File: config.mk
export PLATFORM = sky130hd
export DESIGN_NAME = mctx_top
export DESIGN_NICKNAME = d
export VERILOG_FILES = /design/src/rtl/mctx_pkg.sv /design/src/rtl/mctx_top.sv
export SDC_FILE = /design/constraint.sdc
export NUM_CORES = 1
export LEC_CHECK = 0
export BUFFER_PORTS_ARGS = -buffer_cell sky130_fd_sc_hd__buf_2
export CELL_PAD_IN_SITES_DETAIL_PLACEMENT = 1
export CELL_PAD_IN_SITES_GLOBAL_PLACEMENT = 1
export CORE_MARGIN = 2
export CORE_UTILIZATION = 50
export CTS_CLUSTER_DIAMETER = 60
export DETAILED_ROUTE_END_ITERATION = 12
export PLACE_DENSITY = 0.91
export SLEW_MARGIN = 20
export SYNTH_ARGS = -nofsm -noshare
export SYNTH_HDL_FRONTEND = slang
export SYNTH_SLANG_ARGS = --single-unit
File: constraint.sdc
create_clock -name i_clk -period 10.15 [get_ports i_clk]
set_input_delay 1.015 -clock i_clk [delete_from_list [all_inputs] [get_ports i_clk]]
set_output_delay 1.015 -clock i_clk [all_outputs]
set_load 0.02 [all_outputs]
File: src/rtl/mctx_pkg.sv
// Purpose: Shared constants for the CSMA/CD transmitter.
// Assumes: Core clock of 100 MHz; link clock sampled as a plain input.
// Notes: Register offsets are word aligned byte addresses.
`default_nettype none
package mctx_pkg;
    localparam int unsigned CLK_MHZ = 100;
    localparam int unsigned PREAMBLE_BITS = 56;
    localparam logic [7:0] PREAMBLE_BYTE = 8'h55;
    localparam logic [7:0] SFD_BYTE = 8'hd5;
    localparam int unsigned JAM_BITS = 32;
    localparam int unsigned IFG_BITS = 96;
    localparam int unsigned SLOT_BITS_DEF = 512;
    localparam logic [4:0] MAX_COLL = 5'h10;
    localparam logic [31:0] CRC_INIT = 32'hffffffff;
    localparam logic [31:0] CRC_POLY = 32'hedb88320;
    localparam logic [31:0] LFSR_SEED = 32'h1234abcd;
    localparam logic [31:0] LFSR_POLY = 32'h80200003;
    localparam logic [3:0] ADDR_CTRL = 4'h0;
    localparam logic [3:0] ADDR_STAT = 4'h4;
    localparam logic [3:0] ADDR_SLOT = 4'h8;
    localparam int unsigned CTRL_NIBBLE = 0;
    localparam int unsigned CTRL_NOCRC = 1;
    localparam logic [15:0] SLOT_RESET = 16'h0200;
    typedef enum logic [3:0] {
        MCTX_IDLE = 4'h0,
        MCTX_DEFER = 4'h1,
        MCTX_PRE = 4'h2,
        MCTX_DATA = 4'h3,
        MCTX_CRC = 4'h4,
        MCTX_JAM = 4'h5,
        MCTX_BACKOFF = 4'h6
    } mctx_state_t;
endpackage
`default_nettype wire

File: src/rtl/mctx_top.sv
// Purpose: CSMA/CD frame transmitter toward an MII physical layer.
// Assumes: Link clock, carrier and collision come from the PHY domain.
// Notes: Frame bytes arrive on a valid/ready stream with a last marker.
//
// The implementer's own choices: the Avalon-MM slave port and the placing of the registers.
`default_nettype none
module mctx_top
    import mctx_pkg::*;
#(
    parameter int unsigned GAP_WATCH_BITS = 64
) (
    input wire logic i_clk,
    input wire logic i_rstn,
    input wire logic [3:0] i_avs_address,
    input wire logic i_avs_read,
    input wire logic i_avs_write,
    input wire logic [31:0] i_avs_writedata,
    output logic [31:0] o_avs_readdata,
    output logic o_avs_waitrequest,
    input wire logic [7:0] i_tx_data,
    input wire logic i_tx_valid,
    input wire logic i_tx_last,
    input wire logic i_tx_nocrc,
    output logic o_tx_ready,
    input wire logic i_mii_tx_clk,
    input wire logic i_mii_crs,
    input wire logic i_mii_col,
    output logic [3:0] o_mii_txd,
    output logic o_mii_tx_en,
    output logic o_stat_valid,
    output logic o_stat_ok,
    output logic o_stat_underrun,
    output logic [4:0] o_stat_coll
);
    initial begin
        if (GAP_WATCH_BITS == 0 || GAP_WATCH_BITS >= IFG_BITS) begin
            $error("GAP_WATCH_BITS must lie inside the gap.");
        end
    end
    localparam logic [6:0] WATCH_END = 7'(GAP_WATCH_BITS);
    localparam logic [6:0] GAP_END = 7'(IFG_BITS);
    localparam logic [5:0] PRE_LAST = 6'(PREAMBLE_BITS / 8 - 1);
    localparam logic [5:0] PRE_END = 6'(PREAMBLE_BITS / 8);

    typedef struct packed {
        logic [2:0] s_clk;
        logic [1:0] s_crs;
        logic [1:0] s_col;
        mctx_state_t st;
        logic nibble;
        logic nocrc_cfg;
        logic [15:0] slot;
        logic [31:0] rdata;
        logic wait_n;
        logic [6:0] gap;
        logic [7:0] sh;
        logic [2:0] bitn;
        logic [5:0] cnt;
        logic [31:0] crc;
        logic nocrc;
        logic have_byte;
        logic last;
        logic [4:0] coll;
        logic [11:0] boff;
        logic [15:0] slotcnt;
        logic [31:0] lfsr;
        logic [3:0] txd;
        logic txen;
        logic sv;
        logic sok;
        logic sund;
        logic [4:0] scoll;
        logic rdy;
        logic was_coll;
        logic [7:0] hold;
        logic hold_last;
    } mctx_s_t;
    mctx_s_t s_reg;
    mctx_s_t s_next;

    function automatic logic [31:0] crc_bit(input logic [31:0] c,
                                            input logic b);
        crc_bit = (c[0] ^ b) ? ((c >> 1) ^ CRC_POLY) : (c >> 1);
    endfunction

    logic tick;
    logic crs;
    logic col;
    logic [2:0] step;
    logic [31:0] crc_w;
    logic [3:0] out_w;
    logic [11:0] rmask;
    assign crs = s_reg.s_crs[1];
    assign col = s_reg.s_col[1];
    // Falling edge of the sampled link clock launches each symbol.
    assign tick = s_reg.s_clk[2] & ~s_reg.s_clk[1];
    assign step = s_reg.nibble ? 3'h4 : 3'h1;

    always_comb begin
        s_next = s_reg;
        crc_w = s_reg.crc;
        out_w = 4'h0;
        rmask = 12'h0;
        s_next.s_clk = {s_reg.s_clk[1:0], i_mii_tx_clk};
        s_next.s_crs = {s_reg.s_crs[0], i_mii_crs};
        s_next.s_col = {s_reg.s_col[0], i_mii_col};
        s_next.sv = 1'b0;
        s_next.rdy = 1'b0;
        s_next.wait_n = 1'b0;
        s_next.lfsr = s_reg.lfsr[0] ? ((s_reg.lfsr >> 1) ^ LFSR_POLY)
                                    : (s_reg.lfsr >> 1);
        if ((i_avs_read || i_avs_write) && !s_reg.wait_n) begin
            s_next.wait_n = 1'b1;
            s_next.rdata = 32'h0;
            unique case (i_avs_address)
                ADDR_CTRL: s_next.rdata = {30'h0, s_reg.nocrc_cfg,
                                           s_reg.nibble};
                ADDR_STAT: s_next.rdata = {21'h0, s_reg.st, s_reg.sund,
                                           s_reg.sok, s_reg.scoll[4:0]};
                ADDR_SLOT: s_next.rdata = {16'h0, s_reg.slot};
                default: s_next.rdata = 32'h0;
            endcase
        end
        // Writes land at the edge that accepts them.
        if (i_avs_write && s_reg.wait_n) begin
            if (i_avs_address == ADDR_CTRL) begin
                s_next.nibble = i_avs_writedata[CTRL_NIBBLE];
                s_next.nocrc_cfg = i_avs_writedata[CTRL_NOCRC];
            end
            // Slot length in bit times is software set.
            if (i_avs_address == ADDR_SLOT
                && i_avs_writedata[15:0] != 16'h0) begin
                s_next.slot = i_avs_writedata[15:0];
            end
        end
        if (tick) begin
            unique case (s_reg.st)
                MCTX_IDLE, MCTX_DEFER: begin
                    s_next.txen = 1'b0;
                    // Deference counts only once line is quiet.
                    if (s_reg.gap < WATCH_END && (crs || col)) begin
                        s_next.gap = 7'h0;
                    end else if (s_reg.gap < GAP_END) begin
                        // Second part ignores activity.
                        s_next.gap = s_reg.gap + 7'(step);
                    end
                    s_next.st = MCTX_DEFER;
                    // Start only after the full gap.
                    if (s_reg.gap >= GAP_END && i_tx_valid) begin
                        s_next.st = MCTX_PRE;
                        s_next.cnt = 6'h0;
                        s_next.bitn = 3'h0;
                        s_next.sh = PREAMBLE_BYTE;
                        s_next.crc = CRC_INIT;
                        s_next.was_coll = 1'b0;
                        s_next.nocrc = i_tx_nocrc | s_reg.nocrc_cfg;
                        s_next.sund = 1'b0;
                        s_next.have_byte = 1'b0;
                    end
                end
                MCTX_PRE, MCTX_DATA: begin
                    // Low bits first for both widths.
                    out_w = s_reg.nibble ? s_reg.sh[3:0]
                                         : {3'h0, s_reg.sh[0]};
                    s_next.txd = out_w;
                    s_next.txen = 1'b1;
                    if (s_reg.st == MCTX_DATA && !s_reg.nocrc) begin
                        for (int i = 0; i < 4; i++) begin
                            if (i < int'(step)) begin
                                crc_w = crc_bit(crc_w, out_w[i]);
                            end
                        end
                        s_next.crc = crc_w;
                    end
                    if (col) begin
                        s_next.was_coll = 1'b1;
                    end
                    s_next.sh = s_reg.sh >> step;
                    s_next.bitn = s_reg.bitn + step;
                    if (3'(s_reg.bitn + step) == 3'h0) begin
                        s_next.cnt = s_reg.cnt + 6'h1;
                        if (s_reg.st == MCTX_PRE && s_reg.cnt != PRE_END) begin
                            s_next.sh = (s_reg.cnt == PRE_LAST)
                                        ? SFD_BYTE : PREAMBLE_BYTE;
                            // First byte is asked for under the delimiter.
                            // Bytes fetched before a collision are not kept.
                            s_next.rdy = (s_reg.cnt == PRE_LAST)
                                         && !(s_reg.was_coll | col);
                        end else if (s_reg.was_coll | col) begin
                            // Preamble finishes even on collision.
                            s_next.st = MCTX_JAM;
                            s_next.cnt = 6'h0;
                        end else if (s_reg.st == MCTX_DATA && s_reg.last) begin
                            s_next.st = s_reg.nocrc ? MCTX_DEFER : MCTX_CRC;
                            s_next.cnt = 6'h0;
                            s_next.sh = 8'h0;
                            if (s_reg.nocrc) begin
                                // Frame sent without check field.
                                s_next.sv = 1'b1;
                                s_next.sok = 1'b1;
                                s_next.sund = 1'b0;
                                s_next.scoll = s_reg.coll;
                                s_next.coll = 5'h0;
                                s_next.gap = 7'h0;
                            end
                        end else if (!s_reg.have_byte) begin
                            // No byte ready when needed.
                            s_next.st = MCTX_JAM;
                            s_next.cnt = 6'h0;
                            s_next.sund = 1'b1;
                        end else begin
                            s_next.st = MCTX_DATA;
                            s_next.sh = s_reg.hold;
                            s_next.last = s_reg.hold_last;
                            s_next.rdy = !s_reg.hold_last;
                            s_next.have_byte = 1'b0;
                        end
                    end
                end
                MCTX_CRC: begin
                    // Reflected register: bit zero holds the top term.
                    for (int i = 0; i < 4; i++) begin
                        out_w[i] = ~s_reg.crc[i];
                    end
                    s_next.txd = s_reg.nibble ? out_w : {3'h0, out_w[0]};
                    s_next.crc = s_reg.crc >> step;
                    s_next.cnt = s_reg.cnt + 6'(step);
                    if (s_reg.cnt + 6'(step) == 6'd32) begin
                        s_next.st = MCTX_DEFER;
                        s_next.sv = 1'b1;
                        s_next.sok = 1'b1;
                        s_next.sund = 1'b0;
                        s_next.scoll = s_reg.coll;
                        s_next.coll = 5'h0;
                        s_next.gap = 7'h0;
                    end
                end
                MCTX_JAM: begin
                    s_next.txd = s_reg.nibble ? 4'hf : 4'h1;
                    s_next.cnt = s_reg.cnt + 6'(step);
                    if (s_reg.cnt + 6'(step) == 6'(JAM_BITS)) begin
                        // Every attempt reports status.
                        s_next.sv = 1'b1;
                        s_next.sok = 1'b0;
                        s_next.scoll = s_reg.coll + 5'(!s_reg.sund);
                        s_next.coll = s_reg.coll + 5'h1;
                        s_next.gap = 7'h0;
                        if (s_reg.sund || s_reg.coll + 5'h1 == MAX_COLL) begin
                            s_next.st = MCTX_DEFER;
                            s_next.coll = 5'h0;
                        end else begin
                            for (int i = 0; i < 12; i++) begin
                                rmask[i] = (5'(i) < s_reg.coll);
                            end
                            s_next.boff = s_reg.lfsr[11:0] & rmask;
                            s_next.slotcnt = 16'h0;
                            s_next.st = MCTX_BACKOFF;
                        end
                    end
                end
                MCTX_BACKOFF: begin
                    s_next.txen = 1'b0;
                    s_next.slotcnt = s_reg.slotcnt + 16'(step);
                    if (s_reg.boff == 12'h0) begin
                        s_next.st = MCTX_DEFER;
                    end else if (s_reg.slotcnt + 16'(step) >= s_reg.slot) begin
                        s_next.slotcnt = 16'h0;
                        s_next.boff = s_reg.boff - 12'h1;
                    end
                end
                default: s_next.st = MCTX_IDLE;
            endcase
        end
        if (s_reg.rdy && i_tx_valid) begin
            s_next.have_byte = 1'b1;
            s_next.hold = i_tx_data;
            s_next.hold_last = i_tx_last;
        end
    end

    always_ff @(posedge i_clk or negedge i_rstn) begin
        if (!i_rstn) begin
            s_reg <= '0;
            s_reg.slot <= SLOT_RESET;
            s_reg.lfsr <= LFSR_SEED;
            s_reg.st <= MCTX_IDLE;
        end else begin
            s_reg <= s_next;
        end
    end

    assign o_avs_readdata = s_reg.rdata;
    assign o_avs_waitrequest = !s_reg.wait_n;
    assign o_tx_ready = s_reg.rdy;
    assign o_mii_txd = s_reg.txd;
    assign o_mii_tx_en = s_reg.txen;
    assign o_stat_valid = s_reg.sv;
    assign o_stat_ok = s_reg.sok;
    assign o_stat_underrun = s_reg.sund;
    assign o_stat_coll = s_reg.scoll;

    property p_jam_len;
        @(posedge i_clk) disable iff (!i_rstn)
        $rose(s_reg.st == MCTX_JAM) |-> s_reg.cnt == 6'h0;
    endproperty
    a_jam_len: assert property (p_jam_len) else $error("Jam count bad.");
    property p_no_start_in_gap;
        @(posedge i_clk) disable iff (!i_rstn)
        (s_reg.st == MCTX_DEFER && s_next.st == MCTX_PRE)
            |-> s_reg.gap >= GAP_END;
    endproperty
    a_no_start_in_gap: assert property (p_no_start_in_gap)
        else $error("Start during gap.");
    property p_watch_reset;
        @(posedge i_clk) disable iff (!i_rstn)
        (tick && s_reg.st == MCTX_DEFER && s_reg.gap < WATCH_END && crs)
            |=> s_reg.gap == 7'h0;
    endproperty
    a_watch_reset: assert property (p_watch_reset)
        else $error("Gap not cleared.");
    property p_commit;
        @(posedge i_clk) disable iff (!i_rstn)
        (tick && s_reg.st == MCTX_DEFER && s_reg.gap >= WATCH_END
            && s_reg.gap < GAP_END) |=> s_reg.gap != 7'h0;
    endproperty
    a_commit: assert property (p_commit) else $error("Gap reset late.");
    property p_coll_max;
        @(posedge i_clk) disable iff (!i_rstn)
        o_stat_valid |-> o_stat_coll <= MAX_COLL;
    endproperty
    a_coll_max: assert property (p_coll_max) else $error("Count over 16.");
    property p_ok_status;
        @(posedge i_clk) disable iff (!i_rstn)
        (o_stat_valid && o_stat_ok) |-> !o_stat_underrun;
    endproperty
    a_ok_status: assert property (p_ok_status)
        else $error("Good status with underrun.");
    property p_backoff_bound;
        @(posedge i_clk) disable iff (!i_rstn)
        $rose(s_reg.st == MCTX_BACKOFF) |-> (s_reg.boff >> s_reg.coll) == 0
            || s_reg.coll >= 5'd12;
    endproperty
    a_backoff_bound: assert property (p_backoff_bound)
        else $error("Backoff out of range.");
    property p_txen_idle;
        @(posedge i_clk) disable iff (!i_rstn)
        (s_reg.st == MCTX_BACKOFF && tick) |=> !o_mii_tx_en;
    endproperty
    a_txen_idle: assert property (p_txen_idle)
        else $error("Driving in backoff.");
    c_ok: cover property (@(posedge i_clk) o_stat_valid && o_stat_ok);
    c_coll: cover property (@(posedge i_clk) s_reg.st == MCTX_BACKOFF);
    c_abort: cover property (@(posedge i_clk) o_stat_coll == MAX_COLL);
endmodule // mctx_top
`default_nettype wire

After elaboration in Yosys (flattened, before gate mapping)

Index checks and enable logic that the tools add are counted.

Register bits after elaboration: 194
Latch bits: 0
RAM bits: 0
Bits in read-only memories: 0
Input port bits: 54
Output and inout port bits: 47
Logic and storage cells: 271
Memories: 0

$add $sub $neg: 8
$mul: 0
Div/mod/pow operators: 0
Order comparisons: 20
Equal/unequal tests: 35
Shift-type cells: 2
Muxes and demuxes: 102
Bitwise operators: 21
Reductions and logical operators: 52

Operator list:

| operator                                                                    | number |
|---|---|
| 32-bit two-way mux                                                          | 19 |
| 32-bit one-hot mux with 3 select lines                                      | 1 |
| 28-bit two-way mux                                                          | 3 |
| 7-bit two-way mux                                                           | 9 |
| 8-bit two-way mux                                                           | 7 |
| 13-bit inverter with 14-bit output                                          | 4 |
| 28-bit one-hot mux with 2 select lines                                      | 1 |
| 51-bit two-way mux                                                          | 1 |
| 16-bit one-hot mux with 3 select lines                                      | 1 |
| 4-bit two-way mux                                                           | 10 |
| 35-bit two-way mux                                                          | 1 |
| 33-bit two-way mux                                                          | 1 |
| 32-bit by 3-bit right shift with 32-bit output                              | 1 |
| 15-bit two-way mux                                                          | 2 |
| 5-bit two-way mux                                                           | 6 |
| 6-bit two-way mux                                                           | 5 |
| 5-bit one-hot mux with 3 select lines                                       | 2 |
| 2-bit != test, second input constant                                        | 14 |
| 9-bit AND reduction                                                         | 3 |
| 3-bit != test, second input constant                                        | 8 |
| 11-bit one-hot mux with 2 select lines                                      | 1 |
| 7-bit one-hot mux with 3 select lines                                       | 1 |
| 3-bit by 5-bit less-than comparator with 1-bit output, first input constant | 4 |
| 4-bit by 5-bit less-than comparator with 1-bit output, first input constant | 4 |
| 58 further kinds                                                            | 131 |

Logic depth before layout (Yosys ltp)

Word-level depth: 24
Mapped depth: 20
Depth with buffers taken out: 16

Worst setup path after synthesis

No wires, ideal clock.

Path type: reg2reg
From: register s_reg[198] (netlist name)
To: register s_reg[60] (netlist name)
Library setup time: 0.121 ns
Arrival: 4.129 ns
Data required time: 10.029 ns
Slack: 5.900 ns
Stages on the path, launching flop included: 20
Buffers on the path: 4
Clock period less this slack: 4.250 ns
Cells stage by stage: dfrtp_1 clkbuf_1 inv_1 clkbuf_1 ha_1 ha_1 a21oi_1 nor2_1 and3_1 nand3_1 xnor2_1 ha_1 and3_1 a221oi_1 a211o_1 a31o_2 a22o_1 buf_2 buf_2 a22o_1

Longest elaborated chain between the ends: 6
Elaborated cells between the ends (all ways): 10
Classes of those cells: add/sub: 2; order compare: 1; eq/ne: 2; mux: 4; reduce/logical: 1

RTL lines:

| what                                     | line                             | source |
|---|---|---|
| start, declared                          | mctx_top.sv:78                   | `mctx_s_t s_reg;` |
| start signal, assigned                   | mctx_top.sv:288                  | `s_reg <= s_next;` |
| 3-bit two-way mux (*)                    | mctx_top.sv:97                   | `assign step = s_reg.nibble ? 3'h4 : 3'h1;` |
| 16-bit by 3-bit adder with 16-bit output | mctx_top.sv:263, mctx_top.sv:266 |  |
| 16-bit greater-or-equal comparator       | mctx_top.sv:266                  | `end else if (s_reg.slotcnt + 16'(step) >= s_reg.slot) begin` |
| 28-bit two-way mux                       | mctx_top.sv:266                  |  |
| 28-bit two-way mux                       | mctx_top.sv:264                  | `if (s_reg.boff == 12'h0) begin` |
| 28-bit one-hot mux with 2 select lines   | mctx_top.sv:137                  | `unique case (s_reg.st)` |

Mark *: on every way between the ends. The rest lies on a longest branch, timed or not. The select of a mux whose other input is x is not followed.
A chain may end at the register's enable or synchronous reset.

Worst setup path after layout

From: register s_reg[198] (netlist name)
To: register s_reg[62] (netlist name)

Same word-level chain as after synthesis.

==> impl_metrics.yaml <==
outcome:
  status: "finished clean"
clock_network:
  cts.htree.levels: 4
  clk_path_buf_depth: 2
  cts_root_buffer: "clkbuf_16"
  post_cts_resized: 0
  clkSlewWorstSetupHoldPaths_ns: 0.08
  cts_buffers: 17
  cts_setup_buffers: 0
  clk_latency_ns: 0.45
  clock-sinks: 193
  ctsHoldBuffers: 0
  cts_tree: "yes"
routing:
  wirelength_met1_mm: 13.4
  drc_errors: 0
  via_per_inst: 6.20
  wirelength_mm: 31.2
  drt_iter0_drc: 518
  ant_nets: 0
  dr_wl_met2_mm: 15.6
  num_vias: 8969
  wl_per_cell_um: 21.6
  route.met3.wl_mm: 1.34
  firstDrtPassIters: 5
  maxUsedRoutingLayer: "met4"
final_layout:
  final_cells: 1447
  nFillCells: 2401
  syn2layout_area_growth_pct: 8.66
  drive_gt1_share_pct: 14.7
  largest_register_ffs: 157
  finalNetCount: 1246
grt:
  grt_pass1_wl_mm: 50.4
  first_global_vias: 9433
  grt-ovfl-total: 0
  grt_max_degree: 72
  antenna_found_initial: 0
  grt_usage_pct: 28.5
timing:
  fin_skew_ns: 0.0104
  period_needed_ns: 4.49
  maxSlewHeadroom_pct: 29.5
  max_slew.worst_pin.slew_ns: 1.05
  final_max_slew_viol_count: 0
  finalCritPeriodShare_pct: 44.2
  finalHoldViolCount: 0
  setup_viol: 0
  setup_tns_ns: 0
  fmax_mhz: 223
  grt_setup_unrepaired: "no"
placement:
  portBuffers: 68
  gp_congestion: 0.835
  placed_cells: 1414
  hpwlAfterDp_mm: 21.1
job:
  max_cap_violations: 0
die:
  die_area_um2: 22700
  dieHeight_um: 151
  ioPinCount: 101
  dieWidth_um: 151
  core_um2: 21100
  initial_core_util_pct: 51.1
  num_rows: 53
setup_path:
  startpoint_type: "flop"
  r2r_end: "s_reg[62]"
  slowest_stage: "a22o_1"
  r2r_slack_ns: 5.66
  arrival_ns: 4.85
  crit_chain: "ha_1 > a31oi_1 > nor2_1 > and2_1 > and3_1 > xor2_1 > ha_1 > a21oi_1 > nor2_1 > a211oi_1 > and2_1 > a22o_1 > o21ai_0 > a31oi_1"
  crit_fanout: 21
  rr_worst_depth: 14
  end_kind: "flop"
  worstSetupPathType: "flop to flop"
  crit_path_max_incr_delay_ns: 0.64
  required_ns: 10.52
  r2r_start: "s_reg[198]"
hold_path:
  min_path_cells: 0
  hold_path_end: "crs"
  min-delay-start: "s_next[206]"
  hold_path.class: "flop to flop"
yosys:
  yosysWarnings: 0
  syn-cell-area_um2: 10800
  synthFlopType: "dfrtp_1"
  ys_types: 70
  ys_ff_latch: 193
  syn-instance-count: 1139
  syn_area_per_cell_um2: 9.46
  synth-seq-area-share_pct: 45.0
  ys_async_sr_fraction_pct: 100
  synth_edf_count: 0
pwr:
  p_leak_nw: 5.33
  ir_worst_vdd_mv: 0.211
  p_per_area_nw_per_um2: 265
where the power goes:
part,switching (mW),total (mW),internal (mW)
logic,0.756,1.27,0.517
clock network,0.334,0.714,0.379
registers,0.214,1.12,0.906
total,1.30,3.11,1.80
worst max-delay path: cells and delay by family, from the launching register on:
family,cells,cell delay (ns)
AOI/OAI and AO/OA,6,2.24
xor gates and xnor gates,1,0.20
DFF,1,0.43
adders and majority gates,2,0.61
and+or+nand+nor,5,0.91
layout make-up:
class | count | area, um2 | share of cell area [%]
tap | 275 | 344 | 2.94
sequential | 193 | 4850 | 41.4
timing repair buffer | 80 | 439 | 3.75
multi-input combinational | 828 | 5310 | 45.4
clock inverter | 14 | 175 | 1.50
inverter | 38 | 143 | 1.22
clock buffer | 18 | 439 | 3.75
antenna | 1 | 2.50 | 0.0214
metrics by stage:
stage / hold slack (ns) / cell area [um2] / worst slack, ns / utilization, % / power (mW)
6_report: 0.352 / 11700 / 5.66 / 55.5 / 3.11
5_1_grt: 0.359 / 11700 / 5.40 / 55.5 / 3.28
4_1_cts: 0.354 / 11700 / 5.67 / 55.5 / 3.10
3_5_place_dp: 0.336 / 11100 / 5.80 / 52.6 / 2.36
3_3_place_gp: 0.334 / 11100 / 5.87 / 52.6 / 2.28
2_1_floorplan: 0.331 / 10800 / 5.90 / - / 2.02
synthesized netlist by cell type (all sizes together), types with 14 or more instances:
cell type	number	area, um2
a22oi	14	110
o21ai	94	470
a31oi	24	150
clkbuf	40	150
nor2	79	297
nand2b	18	113
xor2	33	297
a21oi	78	390
xnor2	30	278
a22o	15	131
nor3	16	80.1
nand2	115	432
ha	34	425
inv	37	139
dfstp	16	420
mux2i	16	160
dfrtp	177	4430
nand3	35	175
mux2	29	327
buf	55	384
kinds of logic after synthesis:
family	synth area share [%]
AO/OA/AOI/OAI	20.0
XOR/XNOR	5.54
adder cells (fa/ha/maj)	3.95
AND/OR/NAND/NOR	14.7
flip-flops	45.0
multiplexers	4.52
buffers and inverters	6.28
other	0.0348
layer usage:
layer	vias up	track usage (%)
met2	247	48.7
met4	0	10.7
met3	62	4.31
met5	-	0
li1	4063	-
met1	4597	36.7
cells in the final DEF, fill, tap and decap left out, types with 32 or more instances in the layout:
cell,instances
nand3_1,35
buf_2,67
nor2_1,78
a21oi_1,77
o21ai_0,86
nand2_1,115
dfrtp_1,176
xor2_1,32
inv_1,37
ha_1,34
worst max-delay path by stage:
stage,startpoint,endpoint,slack [ns],depth (start not counted)
2_1_floorplan,s_reg[198],s_reg[60],5.90,19
4_1_cts,s_reg[198],s_reg[62],5.67,16
3_3_place_gp,s_reg[198],s_reg[77],5.87,16
5_1_grt,s_reg[198],s_reg[62],5.40,14
6_report,s_reg[198],s_reg[62],5.66,14
3_5_place_dp,s_reg[198],s_reg[62],5.80,16
No activity file was read; power rests on OpenSTA's default activity.
